[config.mk]
export PLATFORM = sky130hd
export DESIGN_NAME = card_host_port
export DESIGN_NICKNAME = d
export VERILOG_FILES = /design/src/verilog/word_fifo.sv /design/src/verilog/card_port_pkg.sv /design/src/verilog/card_host_port.sv
export SDC_FILE = /design/constraint.sdc
export NUM_CORES = 1
export LEC_CHECK = 0
export BUFFER_PORTS_ARGS = -buffer_cell sky130_fd_sc_hd__buf_2
export CAP_MARGIN = 30
export CORE_ASPECT_RATIO = 1.75
export CORE_UTILIZATION = 32
export CTS_CLUSTER_SIZE = 28
export DETAILED_ROUTE_END_ITERATION = 8
export SYNTH_ARGS = -nofsm -noshare
export SYNTH_HDL_FRONTEND = slang
export SYNTH_SLANG_ARGS = --single-unit
[constraint.sdc]
create_clock -name clk -period 6.28 [get_ports clk]
set_clock_uncertainty 0.1 [all_clocks]
set_input_delay 1.256 -clock clk [delete_from_list [all_inputs] [get_ports clk]]
set_output_delay 1.256 -clock clk [all_outputs]
set_load 0.05 [all_outputs]
[src/verilog/word_fifo.sv]
// Receive buffer module sits beside the port logic in card_host_port.sv

[src/verilog/card_port_pkg.sv]
package card_port_pkg;
   // Operating modes of the host port
   typedef enum logic [1:0] {
      MODE_MEMORY = 2'h0,
      MODE_IO     = 2'h1,
      MODE_DISK   = 2'h2
   } port_mode_t;

   // DMA handshake states, one-hot
   typedef enum logic [2:0] {
      DMA_IDLE = 3'h1,
      DMA_REQ  = 3'h2,
      DMA_XFER = 3'h4
   } dma_state_t;

   localparam int DATA_W     = 16;
   localparam int BYTE_W     = 8;
   localparam int FIFO_DEPTH = 32;
   localparam int SYNC_W     = 3;
   localparam int SYNC_RD    = 0;
   localparam int SYNC_WR    = 1;
   localparam int SYNC_ACK   = 2;
   localparam logic [SYNC_W-1:0] SYNC_IDLE = 3'h7;
   localparam logic [DATA_W-1:0] DATA_RST  = 16'h0000;
   localparam logic [BYTE_W-1:0] BYTE_ZERO = 8'h00;
endpackage : card_port_pkg

[src/verilog/card_host_port.sv]
// Summary of operation
// - Bit 0 is LSB of even byte, bit 8 LSB of odd byte.
// - Fixed-disk register accesses are bytes on the low eight lines only.
// - Fixed-disk sector data moves as full 16-bit words.
// - Input acknowledge asserts only while selected and answering an I/O read.
// - Memory mode never asserts input acknowledge.
// - Fixed-disk mode raises DMA request when ready to move data.
// - Read strobe moves data to host; write strobe moves it to device.
// - DMA request holds until acknowledge asserts, then drops.
// - DMA request reasserts while transfer data remains.
// - DMA request is not driven while the device is unselected.
module card_host_port (
   // Clock and reset
   input  wire logic                          clk,
   input  wire logic                          rst,
   // Configuration
   input  wire card_port_pkg::port_mode_t     port_mode,
   input  wire logic                          device_selected,
   input  wire logic                          dma_enable,
   // Host strobes and selects (pins)
   input  wire logic                          io_read_strobe_n,
   input  wire logic                          io_write_strobe_n,
   input  wire logic                          register_select_0_n,
   input  wire logic                          register_select_1_n,
   input  wire logic                          dma_acknowledge_n,
   input  wire logic                          address_match,
   // Host data bus, split into three signals
   input  wire logic [card_port_pkg::DATA_W-1:0] host_data_bus_in,
   output logic      [card_port_pkg::DATA_W-1:0] host_data_bus_out,
   output logic                               host_data_bus_oe,
   // Handshake pins
   output logic                               input_ack_n,
   output logic                               dma_request_out,
   output logic                               dma_request_oe,
   // Register file side
   output logic                               reg_write,
   output logic                               reg_read,
   output logic      [card_port_pkg::BYTE_W-1:0] reg_wdata,
   input  wire logic [card_port_pkg::BYTE_W-1:0] reg_rdata,
   // Outgoing data stream (to host)
   input  wire logic                          tx_valid,
   output logic                               tx_ready,
   input  wire logic [card_port_pkg::DATA_W-1:0] tx_data,
   // Incoming data stream (from host)
   output logic                               rx_valid,
   input  wire logic                          rx_ready,
   output logic      [card_port_pkg::DATA_W-1:0] rx_data,
   // Remaining words in the current DMA transfer
   input  wire logic                          dma_more
);
   // Mode decode shared by request, read and acknowledge logic
   function automatic logic in_mode(input card_port_pkg::port_mode_t cur,
                                    input card_port_pkg::port_mode_t want);
      return cur == want;
   endfunction : in_mode

   logic [card_port_pkg::SYNC_W-1:0] sync1_ff;
   logic [card_port_pkg::SYNC_W-1:0] sync2_ff;
   logic [card_port_pkg::SYNC_W-1:0] prev_ff;
   logic [1:0]                       sel1_ff;
   logic [1:0]                       sel2_ff;
   logic                             am1_ff;
   logic                             am2_ff;
   logic [card_port_pkg::DATA_W-1:0] din1_ff;
   logic [card_port_pkg::DATA_W-1:0] din2_ff;
   logic                             rd_lvl;
   logic                             wr_lvl;
   logic                             ack_lvl;
   logic                             rd_rise;
   logic                             wr_rise;
   logic                             wr_fall;
   logic                             reg_sel;
   logic                             dma_cycle;
   card_port_pkg::dma_state_t        dma_state_ff;
   card_port_pkg::dma_state_t        nxt_dma_state;
   logic [card_port_pkg::DATA_W-1:0] dout_ff;
   logic                             oe_ff;
   logic                             inack_ff;
   logic                             rd_pending_ff;
   logic                             fifo_in_valid;
   logic                             fifo_in_ready;

   // Strobe and acknowledge synchronisers; idle high so no false edge after reset
   always_ff @(posedge clk) begin
      if (rst) begin
         sync1_ff <= card_port_pkg::SYNC_IDLE;
         sync2_ff <= card_port_pkg::SYNC_IDLE;
         prev_ff  <= card_port_pkg::SYNC_IDLE;
      end else begin
         sync1_ff <= {dma_acknowledge_n, io_write_strobe_n, io_read_strobe_n};
         sync2_ff <= sync1_ff;
         prev_ff  <= sync2_ff;
      end
   end

   // Register selects and address match, same two-stage delay as the strobes
   always_ff @(posedge clk) begin
      if (rst) begin
         sel1_ff <= '1;
         sel2_ff <= '1;
         am1_ff  <= 1'b0;
         am2_ff  <= 1'b0;
      end else begin
         sel1_ff <= {register_select_1_n, register_select_0_n};
         sel2_ff <= sel1_ff;
         am1_ff  <= address_match;
         am2_ff  <= am1_ff;
      end
   end

   // Data lines; host holds them past the strobe so the word is settled here
   always_ff @(posedge clk) begin
      if (rst) begin
         din1_ff <= card_port_pkg::DATA_RST;
         din2_ff <= card_port_pkg::DATA_RST;
      end else begin
         din1_ff <= host_data_bus_in;
         din2_ff <= din1_ff;
      end
   end

   // Active-high levels and edges of the clean strobes
   assign rd_lvl  = !sync2_ff[card_port_pkg::SYNC_RD];
   assign wr_lvl  = !sync2_ff[card_port_pkg::SYNC_WR];
   assign ack_lvl = !sync2_ff[card_port_pkg::SYNC_ACK];
   assign rd_rise = rd_lvl && prev_ff[card_port_pkg::SYNC_RD];
   assign wr_rise = wr_lvl && prev_ff[card_port_pkg::SYNC_WR];
   assign wr_fall = !wr_lvl && !prev_ff[card_port_pkg::SYNC_WR];
   assign reg_sel = device_selected && (sel2_ff != 2'h3) && !ack_lvl;
   // Data cycles only under acknowledge, which excludes register selects
   assign dma_cycle = device_selected && ack_lvl
                      && in_mode(port_mode, card_port_pkg::MODE_DISK);

   // DMA handshake next state
   always_comb begin
      nxt_dma_state = dma_state_ff;
      case (dma_state_ff)
         card_port_pkg::DMA_IDLE: begin
            if (dma_enable && dma_more && in_mode(port_mode, card_port_pkg::MODE_DISK)) begin
               nxt_dma_state = card_port_pkg::DMA_REQ;
            end
         end
         card_port_pkg::DMA_REQ: begin
            if (ack_lvl) begin
               nxt_dma_state = card_port_pkg::DMA_XFER;
            end
         end
         card_port_pkg::DMA_XFER: begin
            if (!ack_lvl) begin
               // Re-request while words remain
               nxt_dma_state = (dma_enable && dma_more) ? card_port_pkg::DMA_REQ
                                                        : card_port_pkg::DMA_IDLE;
            end
         end
         default: nxt_dma_state = card_port_pkg::DMA_IDLE;
      endcase
   end

   // DMA handshake state register
   always_ff @(posedge clk) begin
      if (rst) begin
         dma_state_ff <= card_port_pkg::DMA_IDLE;
      end else begin
         dma_state_ff <= nxt_dma_state;
      end
   end

   // Request pin floats when another device is selected
   assign dma_request_out = (dma_state_ff == card_port_pkg::DMA_REQ);
   assign dma_request_oe  = device_selected
                            && in_mode(port_mode, card_port_pkg::MODE_DISK);

   // Read data path: registers byte-wide, data words full width
   always_ff @(posedge clk) begin
      if (rst) begin
         dout_ff       <= card_port_pkg::DATA_RST;
         oe_ff         <= 1'b0;
         rd_pending_ff <= 1'b0;
      end else begin
         rd_pending_ff <= 1'b0;
         if (!rd_lvl) begin
            oe_ff <= 1'b0;
         end else if (rd_rise && reg_sel && port_mode != card_port_pkg::MODE_MEMORY) begin
            // Upper byte zero, bit 0 is even-byte LSB
            dout_ff <= {card_port_pkg::BYTE_ZERO, reg_rdata};
            oe_ff   <= 1'b1;
         end else if (rd_rise && dma_cycle && tx_valid) begin
            dout_ff       <= tx_data;
            oe_ff         <= 1'b1;
            rd_pending_ff <= 1'b1;
         end
      end
   end

   assign host_data_bus_out = dout_ff;
   assign host_data_bus_oe  = oe_ff;
   assign tx_ready          = rd_pending_ff;
   assign reg_read          = rd_rise && reg_sel;

   // Input acknowledge only for selected I/O-mode reads at our address
   always_ff @(posedge clk) begin
      if (rst) begin
         inack_ff <= 1'b0;
      end else begin
         inack_ff <= in_mode(port_mode, card_port_pkg::MODE_IO)
                     && reg_sel && rd_lvl && am2_ff;
      end
   end

   assign input_ack_n = !inack_ff;

   // Register writes carry only the low byte
   assign reg_write = wr_rise && reg_sel;
   assign reg_wdata = din2_ff[card_port_pkg::BYTE_W-1:0];

   // Host writes are captured as full words at strobe release
   assign fifo_in_valid = wr_fall && dma_cycle;

   // Receive buffer; words arriving while it is full are dropped, as the request ignores buffer space
   word_fifo #(
      .WIDTH (card_port_pkg::DATA_W),
      .DEPTH (card_port_pkg::FIFO_DEPTH)
   ) rx_fifo (
      .clk       (clk),
      .rst       (rst),
      .in_valid  (fifo_in_valid),
      .in_ready  (fifo_in_ready),
      .in_data   (din2_ff),
      .out_valid (rx_valid),
      .out_ready (rx_ready),
      .out_data  (rx_data)
   );
endmodule : card_host_port

// Word buffer between host writes and the sink
// A full buffer refuses new words and never overwrites stored ones
module word_fifo #(
   parameter int WIDTH = 16,
   parameter int DEPTH = 32
) (
   // Clock and reset
   input  wire logic             clk,
   input  wire logic             rst,
   // Fill side
   input  wire logic             in_valid,
   output logic                  in_ready,
   input  wire logic [WIDTH-1:0] in_data,
   // Drain side
   output logic                  out_valid,
   input  wire logic             out_ready,
   output logic      [WIDTH-1:0] out_data
);
   localparam int          AW         = $clog2(DEPTH);
   localparam logic [AW:0] FULL_COUNT = (AW+1)'(DEPTH);
   localparam logic [AW-1:0] LAST_PTR = AW'(DEPTH-1);

   logic [WIDTH-1:0] mem_ff [DEPTH];
   logic [AW-1:0]    wr_ptr_ff;
   logic [AW-1:0]    rd_ptr_ff;
   logic [AW:0]      count_ff;
   logic             push;
   logic             pop;

   // Full and empty straight from the occupancy count
   assign in_ready  = (count_ff != FULL_COUNT);
   assign out_valid = (count_ff != '0);
   assign out_data  = mem_ff[rd_ptr_ff];
   assign push      = in_valid && in_ready;
   assign pop       = out_valid && out_ready;

   // Storage write
   always_ff @(posedge clk) begin
      if (push) begin
         mem_ff[wr_ptr_ff] <= in_data;
      end
   end

   // Pointers and occupancy; extra count bit tells full from empty
   always_ff @(posedge clk) begin
      if (rst) begin
         wr_ptr_ff <= '0;
         rd_ptr_ff <= '0;
         count_ff  <= '0;
      end else begin
         if (push) begin
            wr_ptr_ff <= (wr_ptr_ff == LAST_PTR) ? '0 : wr_ptr_ff + 1'b1;
         end
         if (pop) begin
            rd_ptr_ff <= (rd_ptr_ff == LAST_PTR) ? '0 : rd_ptr_ff + 1'b1;
         end
         if (push && !pop) begin
            count_ff <= count_ff + 1'b1;
         end else if (pop && !push) begin
            count_ff <= count_ff - 1'b1;
         end
      end
   end
endmodule : word_fifo

## After elaboration in Yosys (flattened, before gate mapping)

Memories as Yosys holds them, arrays and structs flattened. A register that Yosys moved wholly into a read port is not among the register bits.
Index checks and enable logic that the tools add are counted.

| storage, ports and cells | value |
|---|---|
| RAM bits | 512 |
| register bits | 84 |
| output and inout port bits | 48 |
| bits of input ports | 55 |
| bits in latches | 0 |
| word-level logic and storage cells | 91 |
| memory bits (read-only) | 0 |
| memories | 1 |

| cells by class | value |
|---|---|
| reduce and logical (&&, ||, !) cells | 38 |
| magnitude comparators | 0 |
| muxes and demuxes | 18 |
| shift-type cells | 0 |
| eq/ne operators | 12 |
| bitwise gates (word level) | 1 |
| add/subtract/negate cells | 4 |
| div/mod/pow operators | 0 |
| multiply operators | 0 |

Memories:

| memory | words | width | rd ports | clocked after Yosys merged registers in | wr ports | RTL line | source |
|---|---|---|---|---|---|---|---|
| rx_fifo.mem_ff | 32 | 16 | 1 | 1 | 1 | card_host_port.sv:257 | `logic [WIDTH-1:0] mem_ff [DEPTH];` |

Operators with widths:

| operator | count |
|---|---|
| 2-to-1 mux 16 bit | 2 |
| logical AND 1 bit | 23 |
| 2-to-1 mux 5 bit | 4 |
| 2-to-1 mux 6 bit | 2 |
| adder 5 x 1 -> 5 bit (second input constant) | 2 |
| equality test 5 bit (second input constant) | 2 |
| 2-to-1 mux 3 bit | 3 |
| one-hot mux 3 bit (3 select lines) | 1 |
| inequality test 2 bit (second input constant) | 4 |
| logical NOT 1 bit | 7 |
| adder 6 x 1 -> 6 bit (second input constant) | 1 |
| inequality test 6 bit (second input constant) | 1 |
| nonzero test 2 bit | 3 |
| nonzero test 6 bit | 1 |
| subtractor 6 x 1 -> 6 bit (second input constant) | 1 |
| 2-to-1 mux 1 bit | 5 |
| equality test 3 x 1 -> 1 bit (second input constant) | 1 |
| equality test 3 x 2 -> 1 bit (second input constant) | 1 |
| equality test 3 bit (second input constant) | 1 |
| AND reduction 3 bit | 1 |
| OR reduction 3 bit | 1 |
| equality test 2 x 1 -> 1 bit (second input constant) | 1 |
| equality test 2 bit (second input constant) | 1 |
| 2-to-1 mux 2 bit | 1 |
| 3 further kinds | 3 |

## Longest topological paths before layout

| depth | value |
|---|---|
| depth in word-level cells | 9 |
| mapped depth | 11 |
| mapped depth without buffers | 10 |

## Modules after synthesis

Synthesis repeated with hierarchy kept, for this count alone.

| second synthesis, totals | value |
|---|---|
| cell total of the unflattened synthesis | 1310 |
| area total of the unflattened synthesis | 23085.9 um^2 |

Modules (own cells, without submodules):

| module | area each (um^2) | instances | cells each | sequential area each (um^2) |
|---|---|---|---|---|
| word_fifo | 20762.4 | 1 | 1085 | 15795.1 |
| card_host_port | 2323.5 | 1 | 225 | 1361.3 |

## Worst setup path after synthesis

No wires, ideal clock.

| timing path | value |
|---|---|
| kind | input-to-output |
| start point | input port device_selected |
| end point | output port reg_write |
| path buffers | 0 |
| cell stages on the path | 3 |
| setup slack | 2.304 ns |
| required time | 4.924 ns |
| data arrival time | 2.620 ns |
| cells stage by stage | and2_1 nand2_1 nor3b_1 |

| between the ends | value |
|---|---|
| cells in the longest elaborated chain, start to end | 3 |

Ends and longest elaborated chain:

| item | RTL line | source |
|---|---|---|
| from (decl) | card_host_port.sv:18 | `input wire logic device_selected,` |
| logical AND 1 bit (2 in series) | card_host_port.sv:129 | `assign reg_sel = device_selected && (sel2_ff != 2'h3) && !ack_lvl;` |
| logical AND 1 bit | card_host_port.sv:213 | `assign reg_write = wr_rise && reg_sel;` |
| to (decl) | card_host_port.sv:36 | `output logic reg_write,` |

Every way passes these cells.

==> impl_metrics.toml <==
[outcome]
run_status = "finished clean"

[synth]
yosysMostFrequentCell = "edfxtp_1"
netlist_area_um2 = 23000
synth_area_leaders = "edfxtp_1 (67%), dfxtp_1 (7.8%), mux2i_1 (6.4%), mux4_2 (6.3%), a22oi_1 (3.1%)"
synth-seq-cells = 601
synth_edf_count = 512
postSynthNetCount = 1355
ys_types = 52
synth_top_area_share_pct = 66.9
yosys_warnings = 0
ys.flop_type = "edfxtp_1"
synth_common_cells = "edfxtp_1 (512), mux2i_1 (147), a22oi_1 (96), dfxtp_1 (89), nor2_1 (66)"
syn_inst = 1287
yosysTopAreaCell = "edfxtp_1"
ys_seq_area_share_pct = 74.6
syn_area_per_cell_um2 = 17.9
async_reset_ff_share_pct = 0

[clock_network]
cts_resized = 0
cts_tree = "yes"
cts_num_sinks = 601
cts_made_buffers = 48
cts_hold_buf = 0
cts_setup_buffers = 0
htreeDepth = 2
cts.clk_slew.worst_paths_ps = 70
cts-root-buf = "clkbuf_16"
clk_path_buf_depth = 3
clock_latency_ps = 580

[floorplanning]
die_w_um = 205
die_y_um = 357
dieArea_um2 = 73000
ios = 103
rows = 129
initial_core_util_pct = 32.4
core_area_um2 = 70900

[power_and_ir_drop]
cellPowerDensity_nw_per_um2 = 316
p_leak_nw = 7.62
fin_total_pwr_mw = 8.44
ir_drop_uv = 301

[critical_path]
crit_family = "flip-flops"
cp_slowest_cell = "dfxtp_4"
endpoint_kind = "output pin"
path_cells = "buf_4 > mux2i_1 > a22oi_1 > nand3_1 > nand4_1 > buf_2"
slowest_delay_ps = 920
cp.arrival_ps = 3330
worstPathRequired_ps = 4920
crit_buf_inv = 2
crit_fanout = 51
start_kind = "flip-flop"
crit_type = "flip-flop to output pin"

[sta]
hold_violations = 0
worst_pin_slew_ps = 1010
fin_crit_sh_pct = 74.6
slew_headroom_pct = 32.8
fin_tns_setup_ps = 0
setup_violations = 0
slew_viol_final = 0
rsz0062_at_grt = "false"
clock.fmax_mhz = 214
fin_crit_ps = 4680

[finish]
instances_no_fill = 2384
drive_gt1_share_pct = 24.7
final_nets = 1496
syn_to_final_growth_pct = 16.1
utilization_pct = 37.7
antenna_cells = 0
final_area_um2 = 26700

[route]
drcViolationCount = 0
drtIter0Drc = 794
routed_wl_mm = 54.4
viasPerCell = 5.01
ant_nets = 0
drt-pass1-iter-count = 5
num_vias = 11900
detail_route.wl_per_cell_um = 22.8

[placement]
routabilityCongestion = 0.776
placed_area_um2 = 25000
hpwl_mm = 36.2
dpl.cell_count = 2290
io_buffers = 102

[global_route]
grt-ovfl-total = 0
track_usage_pct = 15.0
first_global_vias = 12600
grt_pass1_wl_mm = 80.7
grt_max_degree = 77
antenna_found_initial = 0

[worst_hold_path]
worstHoldPathType = "flip-flop to flip-flop"

[job]
drv_cap = 0
==> per-layer routing <==
metal | routed length (µm) | GRT usage, %
met1 | 19000 | 15.5
met2 | 31400 | 29.8
met3 | 2020 | 1.80
met4 | 2060 | 6.21
met5 | 0 | 0
==> cell families after synthesis <==
| logic type | after synthesis | synth area share (%) |
|---|---|---|
| flip-flops | 601 | 74.6 |
| AND/OR/NAND/NOR | 233 | 5.48 |
| multiplexers | 212 | 12.7 |
| AO/OA/AOI/OAI | 141 | 4.44 |
| buffers and inverters | 83 | 1.83 |
| adder cells (fa/ha/maj) | 13 | 0.740 |
| XOR/XNOR | 4 | 0.152 |
==> per-stage QoR <==
stage          hold WS [ps]  setup WS, ps
3_3_place_gp            292          2140
2_1_floorplan           289          2300
5_1_grt                 326          1380
4_1_cts                 311          1440
3_5_place_dp            296          2130
6_report                310          1600
==> where the power goes <==
part / total (mW) / leakage, nW / internal, mW / switching (mW)
clock: 2.99 / 0.744 / 1.60 / 1.39
combinational: 1.02 / 2.21 / 0.360 / 0.657
sequential: 4.44 / 4.67 / 4.35 / 0.0937
==> placed cells by master (no fill, tap or decap), types with 33 or more instances in the layout <==
master       n
a22oi_1     96
buf_2      102
buf_4       44
clkbuf_16   50
dfxtp_1     86
edfxtp_1   512
mux2i_1    147
mux4_2      64
nand3_1     43
nor2_1      33
nor2_2      33
nor2b_1     40
==> worst register-to-register path, cell delays in order (launching register included) <==
cell and delay (ps):
dfxtp_1 380, or4_4 580, o31ai_4 420, ha_1 300
inv_1 130, ha_1 240, or4_1 470, a21oi_1 130
nand4b_1 140, mux2_2 330
==> flip-flops by register name (all words and copies together) (netlist names), named ones only <==
register / flops
sel1_ff: 2
host_data_bus_out: 16
am2_ff: 1
din2_ff: 16
sync2_ff: 3
din1_ff: 16
rx_fifo.count_ff: 6
inack_ff: 1
tx_ready: 1
dma_state_ff: 3
sync1_ff: 3
rx_fifo.rd_ptr_ff: 5
am1_ff: 1
host_data_bus_oe: 1
rx_fifo.mem_ff: 512
rx_fifo.wr_ptr_ff: 5
sel2_ff: 2
prev_ff: 2
==> final cells by class <==
type                    count  area [µm²]
flip-flops and latches    601       17200
inverters                   4        15.0
repair buffers            170        1340
clock inverters            22         168
multi-input cells         603        5500
clock buffers              67        1360
well taps                 917        1150
fillers                  6444       44200
==> final timing paths <==
kind,from,end,slack (ps),depth (start not counted)
hold / removal,sync1_ff[0]$_SDFF_PP1_,sync2_ff[0]$_SDFF_PP1_,310,1
setup / recovery,flip-flop,rx_data[12],1600,6
hold reg to reg,sync1_ff[0]$_SDFF_PP1_,sync2_ff[0]$_SDFF_PP1_,310,1
setup reg to reg,rx_fifo.count_ff[1]$_SDFFE_PP0P_,rx_fifo.count_ff[5]$_SDFFE_PP0P_,2960,9
Power figures use the tool's default switching activity.
